## src/design/tmr_pkg.sv

```systemverilog
// shared constants of the 8-bit timer with one compare unit
package tmr_pkg;

    // register word addresses
    localparam logic [2:0] ADDR_CTRL   = 3'h0;
    localparam logic [2:0] ADDR_COUNT  = 3'h1;
    localparam logic [2:0] ADDR_CMP    = 3'h2;
    localparam logic [2:0] ADDR_ASYNC  = 3'h3;
    localparam logic [2:0] ADDR_FLAG   = 3'h4;
    localparam logic [2:0] ADDR_MASK   = 3'h5;

    // control register fields
    localparam int CTRL_CS_LSB   = 0;
    localparam int CTRL_CS_MSB   = 2;
    localparam int CTRL_WGM_LSB  = 3;
    localparam int CTRL_WGM_MSB  = 4;
    localparam int CTRL_COM_LSB  = 5;
    localparam int CTRL_COM_MSB  = 6;
    localparam int CTRL_FOC_BIT  = 7;

    // async status, flag and mask register fields
    localparam int ASYNC_SEL_BIT = 0;
    localparam int FLAG_CMP_BIT  = 7;
    localparam int FLAG_OVF_BIT  = 6;

    // counter landmarks and reset values
    localparam logic [7:0] CNT_BOTTOM = 8'h00;
    localparam logic [7:0] CNT_MAX    = 8'hff;
    localparam logic [7:0] CNT_ONE    = 8'h01;
    localparam logic [7:0] RST_BYTE   = 8'h00;

    // clock select codes
    localparam logic [2:0] CS_STOP    = 3'h0;
    localparam logic [2:0] CS_DIV1    = 3'h1;
    localparam logic [2:0] CS_DIV8    = 3'h2;
    localparam logic [2:0] CS_DIV32   = 3'h3;
    localparam logic [2:0] CS_DIV64   = 3'h4;
    localparam logic [2:0] CS_DIV128  = 3'h5;
    localparam logic [2:0] CS_DIV256  = 3'h6;

    // prescaler tap masks, tick when all masked bits are one
    localparam logic [9:0] PSC_M8     = 10'h007;
    localparam logic [9:0] PSC_M32    = 10'h01f;
    localparam logic [9:0] PSC_M64    = 10'h03f;
    localparam logic [9:0] PSC_M128   = 10'h07f;
    localparam logic [9:0] PSC_M256   = 10'h0ff;
    localparam logic [9:0] PSC_M1024  = 10'h3ff;

    // waveform generation modes
    typedef enum logic [1:0] {
        WGM_NORMAL = 2'h0,
        WGM_PHASE  = 2'h1,
        WGM_CTC    = 2'h2,
        WGM_FAST   = 2'h3
    } tmr_wgm_t;

    // compare output mode codes
    localparam logic [1:0] COM_NONE   = 2'h0;
    localparam logic [1:0] COM_TOGGLE = 2'h1;
    localparam logic [1:0] COM_CLEAR  = 2'h2;
    localparam logic [1:0] COM_SET    = 2'h3;

endpackage : tmr_pkg

```

## src/design/tmr_prescaler.sv

```systemverilog
// 10-bit prescaler producing the timer tick from a source enable
`timescale 1ns/1ps
module tmr_prescaler
    import tmr_pkg::*;
#(
    parameter int PSC_W = 10
)
(
    // clock and reset
    input  wire logic             clk_sys,
    input  wire logic             nrst,
    // source and selection
    input  wire logic             src_tick,
    input  wire logic [2:0]       clock_select_field,
    // scaled timer tick
    output logic                  tick_ff
);

    logic [PSC_W-1:0] psc_ff;
    logic [PSC_W-1:0] tap_mask;

    // free-running divider advanced by each source tick
    always_ff @(posedge clk_sys or negedge nrst)
    begin
        if (!nrst)
            psc_ff <= '0;
        else if (src_tick)
            psc_ff <= psc_ff + 1'b1;
    end

    // tap mask for the selected division
    always_comb
    begin
        case (clock_select_field)
            CS_DIV1:   tap_mask = '0;
            CS_DIV8:   tap_mask = PSC_M8[PSC_W-1:0];
            CS_DIV32:  tap_mask = PSC_M32[PSC_W-1:0];
            CS_DIV64:  tap_mask = PSC_M64[PSC_W-1:0];
            CS_DIV128: tap_mask = PSC_M128[PSC_W-1:0];
            CS_DIV256: tap_mask = PSC_M256[PSC_W-1:0];
            default:   tap_mask = PSC_M1024[PSC_W-1:0];
        endcase
    end

    // a stopped selection never ticks, so the counter stays frozen
    always_ff @(posedge clk_sys or negedge nrst)
    begin
        if (!nrst)
            tick_ff <= 1'b0;
        else
            tick_ff <= src_tick && (clock_select_field != CS_STOP)
                       && ((psc_ff & tap_mask) == tap_mask);
    end

endmodule : tmr_prescaler

```

## src/design/tmr_timer8.sv

```systemverilog
// 8-bit timer/counter with one compare unit and register port
`timescale 1ns/1ps
module tmr_timer8
    import tmr_pkg::*;
(
    // clock and reset
    input  wire logic        clk_sys,
    input  wire logic        nrst,
    // register port
    input  wire logic [2:0]  reg_addr,
    input  wire logic [7:0]  reg_wdata,
    input  wire logic        reg_wr,
    input  wire logic        reg_rd,
    output logic [7:0]       reg_rdata_ff,
    // crystal oscillator pins
    input  wire logic        crystal_pin_in,
    output logic             crystal_pin_out_ff,
    // interrupt requests and service acknowledges
    input  wire logic        cmp_int_ack,
    input  wire logic        ovf_int_ack,
    output logic             cmp_irq_ff,
    output logic             ovf_irq_ff,
    // waveform output and its port override enable
    output logic             compare_output_ff,
    output logic             compare_output_en_ff
);

    // software visible state
    logic [2:0]  clock_select_field_ff;
    tmr_wgm_t    waveform_mode_field_ff;
    logic [1:0]  compare_output_mode_ff;
    logic        async_clock_select_ff;
    logic [7:0]  counter_value_ff;
    logic [7:0]  compare_value_ff;
    logic [7:0]  compare_buf_ff;
    logic        compare_match_flag_ff;
    logic        overflow_flag_ff;
    logic        compare_interrupt_enable_ff;
    logic        overflow_interrupt_enable_ff;

    // internal state
    logic        dir_down_ff;
    logic        block_ff;
    logic        xtal_prev_ff;

    // decoded strobes and conditions
    logic        wr_ctrl;
    logic        wr_count;
    logic        wr_cmp;
    logic        wr_flag;
    logic        pwm_mode;
    logic        at_bottom;
    logic        at_max;
    logic        match;
    logic        src_tick;
    logic        timer_tick;
    logic        force_cmp;

    // next values of the counter unit
    logic [7:0]  nxt_count;
    logic        nxt_dir_down;
    logic        nxt_overflow;
    logic        nxt_update_cmp;
    logic        nxt_oc;

    // register write decode
    assign wr_ctrl  = reg_wr && (reg_addr == ADDR_CTRL);
    assign wr_count = reg_wr && (reg_addr == ADDR_COUNT);
    assign wr_cmp   = reg_wr && (reg_addr == ADDR_CMP);
    assign wr_flag  = reg_wr && (reg_addr == ADDR_FLAG);

    // mode and landmark decode
    assign pwm_mode  = (waveform_mode_field_ff == WGM_PHASE) || (waveform_mode_field_ff == WGM_FAST);
    assign at_bottom = (counter_value_ff == CNT_BOTTOM);
    assign at_max    = (counter_value_ff == CNT_MAX);
    // match masked by preceding counter write
    assign match     = (counter_value_ff == compare_value_ff) && !block_ff;
    // force strobe only in non-PWM modes
    assign force_cmp = wr_ctrl && reg_wdata[CTRL_FOC_BIT] && !pwm_mode;

    // crystal edge or every io clock cycle as source
    assign src_tick = async_clock_select_ff ? (crystal_pin_in && !xtal_prev_ff) : 1'b1;

    // crystal input is taken as synchronous; edge detect on it
    always_ff @(posedge clk_sys or negedge nrst)
    begin
        if (!nrst)
            xtal_prev_ff <= 1'b0;
        else
            xtal_prev_ff <= crystal_pin_in;
    end

    // inverting feedback keeps an external resonator swinging
    always_ff @(posedge clk_sys or negedge nrst)
    begin
        if (!nrst)
            crystal_pin_out_ff <= 1'b1;
        else
            crystal_pin_out_ff <= !crystal_pin_in || !async_clock_select_ff;
    end

    tmr_prescaler #(
        .PSC_W              (10)
    ) u_prescaler (
        .clk_sys            (clk_sys),
        .nrst               (nrst),
        .src_tick           (src_tick),
        .clock_select_field (clock_select_field_ff),
        .tick_ff            (timer_tick)
    );

    // counting sequence and waveform action for one timer tick
    always_comb
    begin
        nxt_count      = counter_value_ff + CNT_ONE;
        nxt_dir_down   = dir_down_ff;
        nxt_overflow   = 1'b0;
        nxt_update_cmp = 1'b0;
        nxt_oc         = compare_output_ff;
        // mode picks clear, count up or down
        case (waveform_mode_field_ff)
            WGM_NORMAL:
            begin
                // wrap with overflow as counter becomes zero
                nxt_dir_down = 1'b0;
                nxt_overflow = at_max;
            end
            WGM_CTC:
            begin
                nxt_dir_down = 1'b0;
                nxt_overflow = at_max;
                if (match)
                    nxt_count = CNT_BOTTOM;
            end
            WGM_FAST:
            begin
                // single slope, buffer loads at max
                nxt_dir_down   = 1'b0;
                nxt_overflow   = at_max;
                nxt_update_cmp = at_max;
            end
            WGM_PHASE:
            begin
                // dual slope between bottom and max
                if (!dir_down_ff && at_max)
                begin
                    nxt_dir_down   = 1'b1;
                    nxt_update_cmp = 1'b1;
                end
                else if (dir_down_ff && at_bottom)
                begin
                    nxt_dir_down = 1'b0;
                    nxt_overflow = 1'b1;
                end
                if (nxt_dir_down)
                    nxt_count = counter_value_ff - CNT_ONE;
            end
            default:
            begin
                nxt_dir_down = 1'b0;
            end
        endcase
        // mode zero never alters output state
        if (pwm_mode)
        begin
            // non-inverting clears on up-count match; sets on down-count match, or at max in fast mode
            if (compare_output_mode_ff == COM_CLEAR || compare_output_mode_ff == COM_SET)
            begin
                if (match)
                    nxt_oc = (compare_output_mode_ff == COM_SET) ^ dir_down_ff;
                else if (waveform_mode_field_ff == WGM_FAST && at_max)
                    nxt_oc = (compare_output_mode_ff == COM_CLEAR);
            end
        end
        else if (match)
        begin
            case (compare_output_mode_ff)
                COM_TOGGLE: nxt_oc = !compare_output_ff;
                COM_CLEAR:  nxt_oc = 1'b0;
                COM_SET:    nxt_oc = 1'b1;
                default:    nxt_oc = compare_output_ff;
            endcase
        end
    end

    // control register, force strobe bit is not stored
    always_ff @(posedge clk_sys or negedge nrst)
    begin
        if (!nrst)
        begin
            clock_select_field_ff  <= CS_STOP;
            waveform_mode_field_ff <= WGM_NORMAL;
            compare_output_mode_ff <= COM_NONE;
        end
        else if (wr_ctrl)
        begin
            clock_select_field_ff  <= reg_wdata[CTRL_CS_MSB:CTRL_CS_LSB];
            waveform_mode_field_ff <= tmr_wgm_t'(reg_wdata[CTRL_WGM_MSB:CTRL_WGM_LSB]);
            // mode bits act immediately, never buffered
            compare_output_mode_ff <= reg_wdata[CTRL_COM_MSB:CTRL_COM_LSB];
        end
    end

    // async select and interrupt enables
    always_ff @(posedge clk_sys or negedge nrst)
    begin
        if (!nrst)
        begin
            async_clock_select_ff        <= 1'b0;
            compare_interrupt_enable_ff  <= 1'b0;
            overflow_interrupt_enable_ff <= 1'b0;
        end
        else
        begin
            // async select bit steers the source
            if (reg_wr && reg_addr == ADDR_ASYNC)
                async_clock_select_ff <= reg_wdata[ASYNC_SEL_BIT];
            if (reg_wr && reg_addr == ADDR_MASK)
            begin
                compare_interrupt_enable_ff  <= reg_wdata[FLAG_CMP_BIT];
                overflow_interrupt_enable_ff <= reg_wdata[FLAG_OVF_BIT];
            end
        end
    end

    // counter and direction
    always_ff @(posedge clk_sys or negedge nrst)
    begin
        if (!nrst)
        begin
            counter_value_ff <= RST_BYTE;
            dir_down_ff      <= 1'b0;
        end
        // cpu write wins over count and clear
        // write works with the clock stopped
        else if (wr_count)
            counter_value_ff <= reg_wdata;
        else if (timer_tick)
        begin
            counter_value_ff <= nxt_count;
            dir_down_ff      <= nxt_dir_down;
        end
    end

    // match blocking after a counter write
    always_ff @(posedge clk_sys or negedge nrst)
    begin
        if (!nrst)
            block_ff <= 1'b0;
        // holds until the next tick, even while stopped
        else if (wr_count)
            block_ff <= 1'b1;
        else if (timer_tick)
            block_ff <= 1'b0;
    end

    // compare buffer and active compare value
    always_ff @(posedge clk_sys or negedge nrst)
    begin
        if (!nrst)
        begin
            compare_buf_ff   <= RST_BYTE;
            compare_value_ff <= RST_BYTE;
        end
        else
        begin
            // cpu writes land in the buffer
            if (wr_cmp)
                compare_buf_ff <= reg_wdata;
            // direct in non-PWM, at max in both PWM modes
            if (wr_cmp && !pwm_mode)
                compare_value_ff <= reg_wdata;
            else if (pwm_mode && timer_tick && nxt_update_cmp)
                compare_value_ff <= compare_buf_ff;
        end
    end

    // compare output state, never reset by a mode change
    always_ff @(posedge clk_sys or negedge nrst)
    begin
        if (!nrst)
            compare_output_ff <= 1'b0;
        // force acts on the output like a non-PWM match, without setting the flag
        else if (force_cmp)
        begin
            case (reg_wdata[CTRL_COM_MSB:CTRL_COM_LSB])
                COM_TOGGLE: compare_output_ff <= !compare_output_ff;
                COM_CLEAR:  compare_output_ff <= 1'b0;
                COM_SET:    compare_output_ff <= 1'b1;
                default:    compare_output_ff <= compare_output_ff;
            endcase
        end
        // only match or fast-mode max events change it
        else if (timer_tick)
            compare_output_ff <= nxt_oc;
    end

    // port override follows the output mode bits
    always_ff @(posedge clk_sys or negedge nrst)
    begin
        if (!nrst)
            compare_output_en_ff <= 1'b0;
        else
            compare_output_en_ff <= (compare_output_mode_ff != COM_NONE);
    end

    // compare match flag, a set beats a clear in the same cycle
    always_ff @(posedge clk_sys or negedge nrst)
    begin
        if (!nrst)
            compare_match_flag_ff <= 1'b0;
        // set on the tick that leaves the matching value
        else if (timer_tick && match)
            compare_match_flag_ff <= 1'b1;
        else if ((wr_flag && reg_wdata[FLAG_CMP_BIT]) || cmp_int_ack)
            compare_match_flag_ff <= 1'b0;
    end

    // overflow flag, same set-wins ordering
    always_ff @(posedge clk_sys or negedge nrst)
    begin
        if (!nrst)
            overflow_flag_ff <= 1'b0;
        else if (timer_tick && nxt_overflow && !wr_count)
            overflow_flag_ff <= 1'b1;
        else if ((wr_flag && reg_wdata[FLAG_OVF_BIT]) || ovf_int_ack)
            overflow_flag_ff <= 1'b0;
    end

    // interrupt requests, registered so they follow the flags
    always_ff @(posedge clk_sys or negedge nrst)
    begin
        if (!nrst)
        begin
            cmp_irq_ff <= 1'b0;
            ovf_irq_ff <= 1'b0;
        end
        else
        begin
            cmp_irq_ff <= compare_interrupt_enable_ff && compare_match_flag_ff && !cmp_int_ack;
            ovf_irq_ff <= overflow_interrupt_enable_ff && overflow_flag_ff && !ovf_int_ack;
        end
    end

    // read data, valid only in the cycle after the read strobe
    always_ff @(posedge clk_sys or negedge nrst)
    begin
        if (!nrst)
            reg_rdata_ff <= RST_BYTE;
        else if (!reg_rd)
            reg_rdata_ff <= RST_BYTE;
        else
        begin
            reg_rdata_ff <= RST_BYTE;
            case (reg_addr)
                ADDR_CTRL:
                begin
                    reg_rdata_ff[CTRL_CS_MSB:CTRL_CS_LSB]   <= clock_select_field_ff;
                    reg_rdata_ff[CTRL_WGM_MSB:CTRL_WGM_LSB] <= waveform_mode_field_ff;
                    reg_rdata_ff[CTRL_COM_MSB:CTRL_COM_LSB] <= compare_output_mode_ff;
                end
                ADDR_COUNT: reg_rdata_ff <= counter_value_ff;
                ADDR_CMP:   reg_rdata_ff <= pwm_mode ? compare_buf_ff : compare_value_ff;
                ADDR_ASYNC: reg_rdata_ff[ASYNC_SEL_BIT] <= async_clock_select_ff;
                ADDR_FLAG:
                begin
                    reg_rdata_ff[FLAG_CMP_BIT] <= compare_match_flag_ff;
                    reg_rdata_ff[FLAG_OVF_BIT] <= overflow_flag_ff;
                end
                ADDR_MASK:
                begin
                    reg_rdata_ff[FLAG_CMP_BIT] <= compare_interrupt_enable_ff;
                    reg_rdata_ff[FLAG_OVF_BIT] <= overflow_interrupt_enable_ff;
                end
                default:    reg_rdata_ff <= RST_BYTE;
            endcase
        end
    end

endmodule : tmr_timer8

```

## config.mk

```make
export PLATFORM = sky130hd
export DESIGN_NAME = tmr_timer8
export DESIGN_NICKNAME = d
export VERILOG_FILES = /design/src/design/tmr_pkg.sv /design/src/design/tmr_prescaler.sv /design/src/design/tmr_timer8.sv
export SDC_FILE = /design/constraint.sdc
export NUM_CORES = 1
export LEC_CHECK = 0
export ABC_AREA = 1
export BUFFER_PORTS_ARGS = -buffer_cell sky130_fd_sc_hd__clkbuf_2
export CORE_ASPECT_RATIO = 2
export CORE_MARGIN = 2
export CORE_UTILIZATION = 45
export CTS_CLUSTER_SIZE = 28
export DETAILED_ROUTE_END_ITERATION = 10
export GPL_TIMING_DRIVEN = 0
export HOLD_SLACK_MARGIN = 0.05
export PLACE_DENSITY_LB_ADDON = 0.05
export SYNTH_ARGS = -nofsm -noshare
export SYNTH_HDL_FRONTEND = slang
export SYNTH_HIERARCHICAL = 1
export SYNTH_SLANG_ARGS = --single-unit
```

## constraint.sdc

```tcl
create_clock -name clk_sys -period 2.1 [get_ports clk_sys]
set_input_delay 0.42 -clock clk_sys [delete_from_list [all_inputs] [get_ports clk_sys]]
set_output_delay 0.42 -clock clk_sys [all_outputs]
set_load 0.01 [all_outputs]
```

==> Flow_metrics.wiki, run 1 <==
{| class="wikitable"
! Metric !! Value
|-
| Critical path class || reg2reg
|-
| Crit path required time || 2.32 ns
|-
| Most common cell after layout, fill and taps aside || sky130_fd_sc_hd__nand2_1
|-
| Drt first-iter violations || 198
|-
| Ratio of routed vias to standard cells || 5.24
|-
| First-pass GRT wire length || 16.3 mm
|-
| I/O pin count || 31
|-
| Final Cycle Share || 93.6%
|-
| Port Buffer Count || 30
|-
| Setup violators final || 0
|-
| Non-filler cells, final || 627
|-
| ANT nets after route || 0
|-
| 1st-pass router iterations || 4
|-
| Net Count, Synth || 510
|-
| Worst setup slack before clock tree synthesis || -0.126 ns
|-
| Endpoint kind of the worst setup timing path || flip-flop
|-
| Share of cells above drive strength 1 || 16.9%
|-
| Synthesized netlist cell count || 485
|-
| Synthesized cell area || 3690 um2
|-
| Clock latency at the later pin of the worst-skew pair || 0.34 ns
|-
| Post-DR wirelength/cell || 16.3 um
|-
| Transition at the pin with the smallest max-transition slack || 0.877 ns
|-
| Number of antenna violations at the first check in global routing || 0
|-
| Total core area || 7940 um2
|-
| Largest vdd supply drop || 0.607 mV
|-
| Overall power || 5.27 mW
|-
| Largest net degree at the start of global routing || 64
|-
| Fraction of the yosys area taken by sequential cells || 42.8%
|-
| Worst path slowest cell || sky130_fd_sc_hd__dfrtp_1
|-
| Worst relative slew slack || 41.5%
|-
| Number of placed instances with taps included || 611
|-
| Placed Area || 3960 um2
|-
| GR Overflow Total || 0
|-
| Critical-path maximum fanout || 8
|-
| Vias in the first global route || 3,262
|-
| Clock net sink count || 63
|-
| Ys Warns || 6
|-
| Setup skew after layout || 0.00503 ns
|-
| Die width || 68.0 um
|-
| Series of cell instances along the critical path || buf_2, xor2_1, a21oi_2, nand3_1, nand2_1, nand3_4, o21ai_1, nand2_1
|-
| Post-route setup slack || 0.134 ns
|-
| DRC violations left || 0
|-
| TritonCTS clock tree || done
|-
| Number of buffers created by CTS || 9
|-
| Smallest hold slack || 0.219 ns
|-
| Final number of hold-violating endpoints || 0
|-
| Clock-pin slew of the registers on the worst-case setup and hold paths || 0.05 ns
|-
| Clock H-tree levels || 3
|-
| CP startpoint kind || flip-flop
|-
| Biggest cell delay along the critical path || 0.35 ns
|-
| Status || completed
|-
| Y dimension of the die || 132 um
|-
| Arrival time of the worst setup path || 2.19 ns
|-
| Final weighted congestion in routability-driven placement || 0.932
|-
| Commonest cells after routing, fill and taps aside || sky130_fd_sc_hd__nand2_1, sky130_fd_sc_hd__inv_1, sky130_fd_sc_hd__dfrtp_1
|-
| Post-layout net count || 551
|-
| Number of max-slew violations in the final report || 0
|-
| Number of vias in the routed layout || 3,285
|-
| Critical path's most frequent cell || sky130_fd_sc_hd__nand2_1
|-
| Max capacitance violation total || 0
|-
| Final core occ || 54.2%
|-
| Diode insertion count for antenna repair || 0
|-
| Area overhead of the layout relative to synthesis || 16.7%
|-
| Post-Synthesis Mean Instance Area || 7.61 um2
|-
| Post-detail-place hpwl || 8.02 mm
|-
| Number of synthesized register bits || 63
|-
| Hold crit path type || in2async
|-
| Static leakage power || 2.24 nW
|-
| Maximum buffer depth of the clock tree || 2
|-
| Hold-fix buffers, CTS || 0
|-
| Global Route Usage Sum || 24.9%
|-
| Fraction of registers with async set or reset after synthesis || 100%
|-
| Total wire length after detailed routing || 10.2 mm
|-
| Final critical-path required period || 1.97 ns
|-
| Effective utilization at floorplan || 46.4%
|-
| Leading register cell type out of synthesis || sky130_fd_sc_hd__dfrtp_1
|-
| Final total negative setup slack || 0 ns
|-
| RSZ-0062 raised after global routing || yes
|-
| Clk root buf || sky130_fd_sc_hd__clkbuf_16
|-
| Buffers & Inverters on Critical Path || 1
|-
| Flop2flop setup slack || 0.13 ns
|-
| Pwr/cell area || 1220 nW/um2
|-
| Post-CTS repair timing setup buffer count || 0
|-
| Largest delay contributor family on the critical path || simple AND/OR/NAND/NOR gates
|-
| Die area || 8980 um2
|-
| Maximum frequency from static timing analysis || 509 MHz
|-
| Standard-cell row count || 46
|-
| Post-route design area || 4300 um2
|-
| Number of distinct library cell variants in the gate-level netlist after synthesis || 39
|-
| Number of flops mapped to enable cells by yosys || 0
|}
-- synthesized netlist by cell type, drive strengths merged, types with 5 or more instances --
| cell | instances | area (um2) |
|---|---|---|
| nand2 | 123 | 472 |
| inv | 84 | 315 |
| dfrtp | 62 | 1550 |
| nor2 | 44 | 213 |
| o21ai | 39 | 203 |
| nand3 | 29 | 150 |
| a21oi | 23 | 119 |
| xor2 | 17 | 149 |
| nor3 | 9 | 61.3 |
| buf | 8 | 51.3 |
| o22ai | 8 | 50.1 |
| ha | 7 | 87.6 |
| a221oi | 5 | 43.8 |
| a22oi | 5 | 37.5 |
| nand4 | 5 | 31.3 |
-- sequential cells by signal (all words and copies together), names as in the netlist, 2 cells and up --
register / count
u_prescaler/psc_ff: 10
compare_buf_ff: 8
compare_value_ff: 8
counter_value_ff: 8
reg_rdata_ff: 8
clock_select_field_ff: 3
compare_output_mode_ff: 2
waveform_mode_field_ff: 2
-- worst paths after layout --
| kind | start | end | cells after the start |
|---|---|---|---|
| worst min-delay path | nrst | ovf_irq_ff | 1 |
| worst max register to register | counter_value_ff[4] | counter_value_ff[1] | 8 |
| max in group asynchronous | nrst | counter_value_ff[0] | 1 |
| worst max-delay path | counter_value_ff[4] | counter_value_ff[1] | 8 |
| min in group clk_sys | crystal_pin_in | xtal_prev_ff | 1 |
| worst min register to register | async_clock_select_ff | crystal_pin_out_ff | 1 |
-- final cells by class --
type,instances,area [um2]
clock buffer,10,229
tap,96,120
buffer,8,56.3
timing repair buffer,30,153
sequential,63,1580
multi-input combinational,328,1760
clock inverter,6,85.1
fill,777,3640
inverter,86,325
-- timing repair --
| action | in CTS | in global routing |
|---|---|---|
| pin swaps | 0 | 1 |
| endpoints found under the hold margin | 0 | 0 |
| resized for setup | 2 | 8 |
| setup endpoints to repair | 4 | 11 |
-- per-layer routing --
metal,vias up,part of all wire [%],track usage [%]
met1,1536,37,26.1
met4,0,4.7,12.9
met5,-,0,0
li1,1636,-,-
met3,31,3.4,4.44
met2,82,55,44.8
-- worst register-to-register path: cells and delay by family, from the launching register on --
family,cells,cell delay [ns]
AND/OR/NAND/NOR,4,0.64
AO/OA/AOI/OAI,2,0.48
flip-flops,1,0.35
buffers and inverters,1,0.19
XOR/XNOR,1,0.19
-- cell families (layout without fill, tap and decap cells) --
family | Yosys count | in the layout | synth area share [%]
simple gates | 214 | 214 | 25.8
compound gates | 87 | 87 | 14.0
mux | 1 | 1 | 0.305
xor+xnor | 19 | 19 | 4.51
fa+ha+maj | 7 | 7 | 2.37
buf+inv | 94 | 140 | 10.2
flops | 63 | 63 | 42.8
-- report_power, final --
group | switching, mW | internal, mW
Sequential | 0.284 | 1.55
Clock | 0.556 | 1.03
Combinational | 1.20 | 0.644
Total | 2.04 | 3.22
Power figures use the tool's default switching activity.
==> run 2, diff against run 1 <==
--- a/config.mk
+++ b/config.mk
@@ -21 +21,2 @@
 export SYNTH_SLANG_ARGS = --single-unit
+export TNS_END_PERCENT = 50
==> constraint.sdc (replaced) <==
create_clock -name clk_sys -period 2.1 [get_ports clk_sys]
set_input_delay 0 -clock clk_sys [delete_from_list [all_inputs] [get_ports clk_sys]]
set_output_delay 0 -clock clk_sys [all_outputs]
set_load 0.01 [all_outputs]
==> Flow_metrics.wiki, run 2 (synthesized netlist as in run 1, its figures left out) <==
{| class="wikitable"
! Metric !! Value
|-
| Transition at the pin with the smallest max-transition slack || 0.881 ns (was 0.877 ns)
|-
| Die area || 8980 um2 (unchanged)
|-
| Top register by number of flip-flops || u_prescaler/psc_ff (unchanged)
|-
| Final number of hold-violating endpoints || 0 (unchanged)
|-
| Most common cell after layout, fill and taps aside || sky130_fd_sc_hd__nand2_1 (unchanged)
|-
| Critical-path maximum fanout || 10 (was 8)
|-
| GR Overflow Total || 0 (unchanged)
|-
| Y dimension of the die || 132 um (unchanged)
|-
| Standard-cell row count || 46 (unchanged)
|-
| Met2 demand-to-capacity share in global routing || 45.1% (was 44.8%)
|-
| Post-layout net count || 567 (was 551)
|-
| RSZ-0062 raised after global routing || yes (unchanged)
|-
| 1st-pass router iterations || 5 (was 4)
|-
| Clock H-tree levels || 3 (unchanged)
|-
| Post-DR wirelength/cell || 16.0 um (was 16.3 um)
|-
| DRC violations left || 0 (unchanged)
|-
| Setup skew after layout || 0.00494 ns (was 0.00503 ns)
|-
| First-pass GRT wire length || 16.4 mm (was 16.3 mm)
|-
| Number of vias in the routed layout || 3,349 (was 3,285)
|-
| Largest vdd supply drop || 0.607 mV (about the same)
|-
| Ratio of routed vias to standard cells || 5.21 (was 5.24)
|-
| Port Buffer Count || 30 (unchanged)
|-
| Largest net degree at the start of global routing || 64 (unchanged)
|-
| Vias in the first global route || 3,300 (was 3,262)
|-
| Final Cycle Share || 93.2% (was 93.6%)
|-
| Max FFs per register || 10 (unchanged)
|-
| Total wire length after detailed routing || 10.3 mm (was 10.2 mm)
|-
| Biggest cell delay along the critical path || 0.41 ns (was 0.35 ns)
|-
| Clk root buf || sky130_fd_sc_hd__clkbuf_16 (unchanged)
|-
| Maximum buffer depth of the clock tree || 2 (unchanged)
|-
| Drt first-iter violations || 213 (was 198)
|-
| Diode insertion count for antenna repair || 0 (unchanged)
|-
| Final weighted congestion in routability-driven placement || 0.932 (unchanged)
|-
| Smallest hold slack || 0.107 ns (was 0.219 ns)
|-
| I/O pin count || 31 (unchanged)
|-
| CP startpoint kind || flip-flop (unchanged)
|-
| Pwr/cell area || 1180 nW/um2 (was 1220 nW/um2)
|-
| Worst path slowest cell || sky130_fd_sc_hd__dfrtp_1 (unchanged)
|-
| Number of max-slew violations in the final report || 0 (unchanged)
|-
| Final total negative setup slack || 0 ns (unchanged)
|-
| Share of cells above drive strength 1 || 16.5% (was 16.9%)
|-
| Maximum frequency from static timing analysis || 511 MHz (was 509 MHz)
|-
| Commonest cells after routing, fill and taps aside || sky130_fd_sc_hd__nand2_1, sky130_fd_sc_hd__inv_1, sky130_fd_sc_hd__dfrtp_1 (unchanged)
|-
| Arrival time of the worst setup path || 2.17 ns (was 2.19 ns)
|-
| Met1 GRT Util || 26.1% (about the same)
|-
| Static leakage power || 2.30 nW (was 2.24 nW)
|-
| Layout fillers || 761 (was 777)
|-
| Clock latency at the later pin of the worst-skew pair || 0.34 ns (about the same)
|-
| Hold crit path type || in2reg (was in2async)
|-
| Clock-pin slew of the registers on the worst-case setup and hold paths || 0.05 ns (about the same)
|-
| Number of buffers created by CTS || 9 (unchanged)
|-
| Die width || 68.0 um (unchanged)
|-
| Final critical-path required period || 1.96 ns (was 1.97 ns)
|-
| Peak-usage layer in the global routing report || met2 (unchanged)
|-
| Endpoint kind of the worst setup timing path || flip-flop (unchanged)
|-
| Series of cell instances along the critical path || inv_1, ha_1, nor2_4, clkbuf_4, clkbuf_4, a21oi_1, a221oi_1, nor2_1 (was buf_2, xor2_1, a21oi_2, nand3_1, nand2_1, nand3_4, o21ai_1, nand2_1)
|-
| Max capacitance violation total || 0 (unchanged)
|-
| Area overhead of the layout relative to synthesis || 21.0% (was 16.7%)
|-
| Status || completed (unchanged)
|-
| Post-detail-place hpwl || 8.02 mm (unchanged)
|-
| Number of antenna violations at the first check in global routing || 0 (unchanged)
|-
| Total core area || 7940 um2 (unchanged)
|-
| Global Route Usage Sum || 25.1% (was 24.9%)
|-
| Crit path required time || 2.31 ns (was 2.32 ns)
|-
| Clock net sink count || 63 (unchanged)
|-
| Setup violators final || 0 (unchanged)
|-
| Flop2flop setup slack || 0.14 ns (was 0.13 ns)
|-
| Post-CTS repair timing setup buffer count || 0 (unchanged)
|-
| ANT nets after route || 0 (unchanged)
|-
| Global routing met3 resource utilization || 4.44% (unchanged)
|-
| Effective utilization at floorplan || 46.4% (unchanged)
|-
| Worst relative slew slack || 41.3% (was 41.5%)
|-
| Critical path's most frequent cell || sky130_fd_sc_hd__clkbuf_4 (was sky130_fd_sc_hd__nand2_1)
|-
| TritonCTS clock tree || done (unchanged)
|-
| Critical path class || reg2reg (unchanged)
|}
[run 2: changes by cell type in the layout (fill, tap and decap cells not counted), sizes merged]
| cell | before | now |
|---|---|---|
| dlygate4sd3 | 0 | 16 |
[run 2: path summary, 6_finish.rpt]
| check | start | endpoint | cells past startpoint |
|---|---|---|---|
| worst max-delay path | waveform_mode_field_ff[1] | reg_rdata_ff[4] | 8 |
| min in group asynchronous | nrst | compare_output_en_ff | 2 |
| worst min-delay path | reg_addr[0] | reg_rdata_ff[0] | 3 |
| worst min register to register | async_clock_select_ff | crystal_pin_out_ff | 1 |
| worst max register to register | waveform_mode_field_ff[1] | reg_rdata_ff[4] | 8 |
| max in group asynchronous | nrst | counter_value_ff[0] | 2 |
[run 2: area by class of cell]
type | instances | area [um2] | area share, %
Buffer | 8 | 56.3 | 1.26
Timing Repair Buffer | 46 | 313 | 7.01
Sequential cell | 63 | 1580 | 35.4
Multi-Input combinational cell | 328 | 1760 | 39.3
Inverter | 86 | 325 | 7.29
Tap cell | 96 | 120 | 2.69
Clock buffer | 10 | 229 | 5.13
Clock inverter | 6 | 85.1 | 1.91
[run 2: per-layer routing]
| layer | wire [um] | up-vias |
|---|---|---|
| met5 | 0 | - |
| met4 | 473 | 0 |
| met3 | 379 | 33 |
| met2 | 5660 | 85 |
| met1 | 3780 | 1564 |
| li1 | - | 1667 |
[run 2: power by group]
group / internal [mW] / switching, mW
Sequential: 1.55 / 0.285
Combinational: 0.662 / 1.21
Clock: 1.03 / 0.553
[run 2: worst max-delay path: cells and delay by family (launching register included)]
family	cells	cell delay (ns)
flops	1	0.41
fa+ha+maj	1	0.28
simple gates	2	0.25
buf+inv	3	0.53
compound gates	2	0.35
[run 2: through the flow]
step	utilization, %	total power, mW	cells	area (um2)	worst slack (ns)
floorplan	-	3.12	485	3690	0.443
global placement	49.8	3.61	611	3960	-0.00733
detailed placement	49.9	3.65	611	3960	-0.0113
CTS	55.9	5.27	643	4440	0.0397
global route	56.2	5.65	643	4460	-0.00372
finish	56.2	5.29	643	4460	0.142
[run 2: repair_timing]
item | in CTS | in global routing
resized for setup | 2 | 8
hold endpoints to repair | 85 | 0
hold buffers | 16 | 0
setup endpoints to repair | 4 | 11
pin swaps | 0 | 1
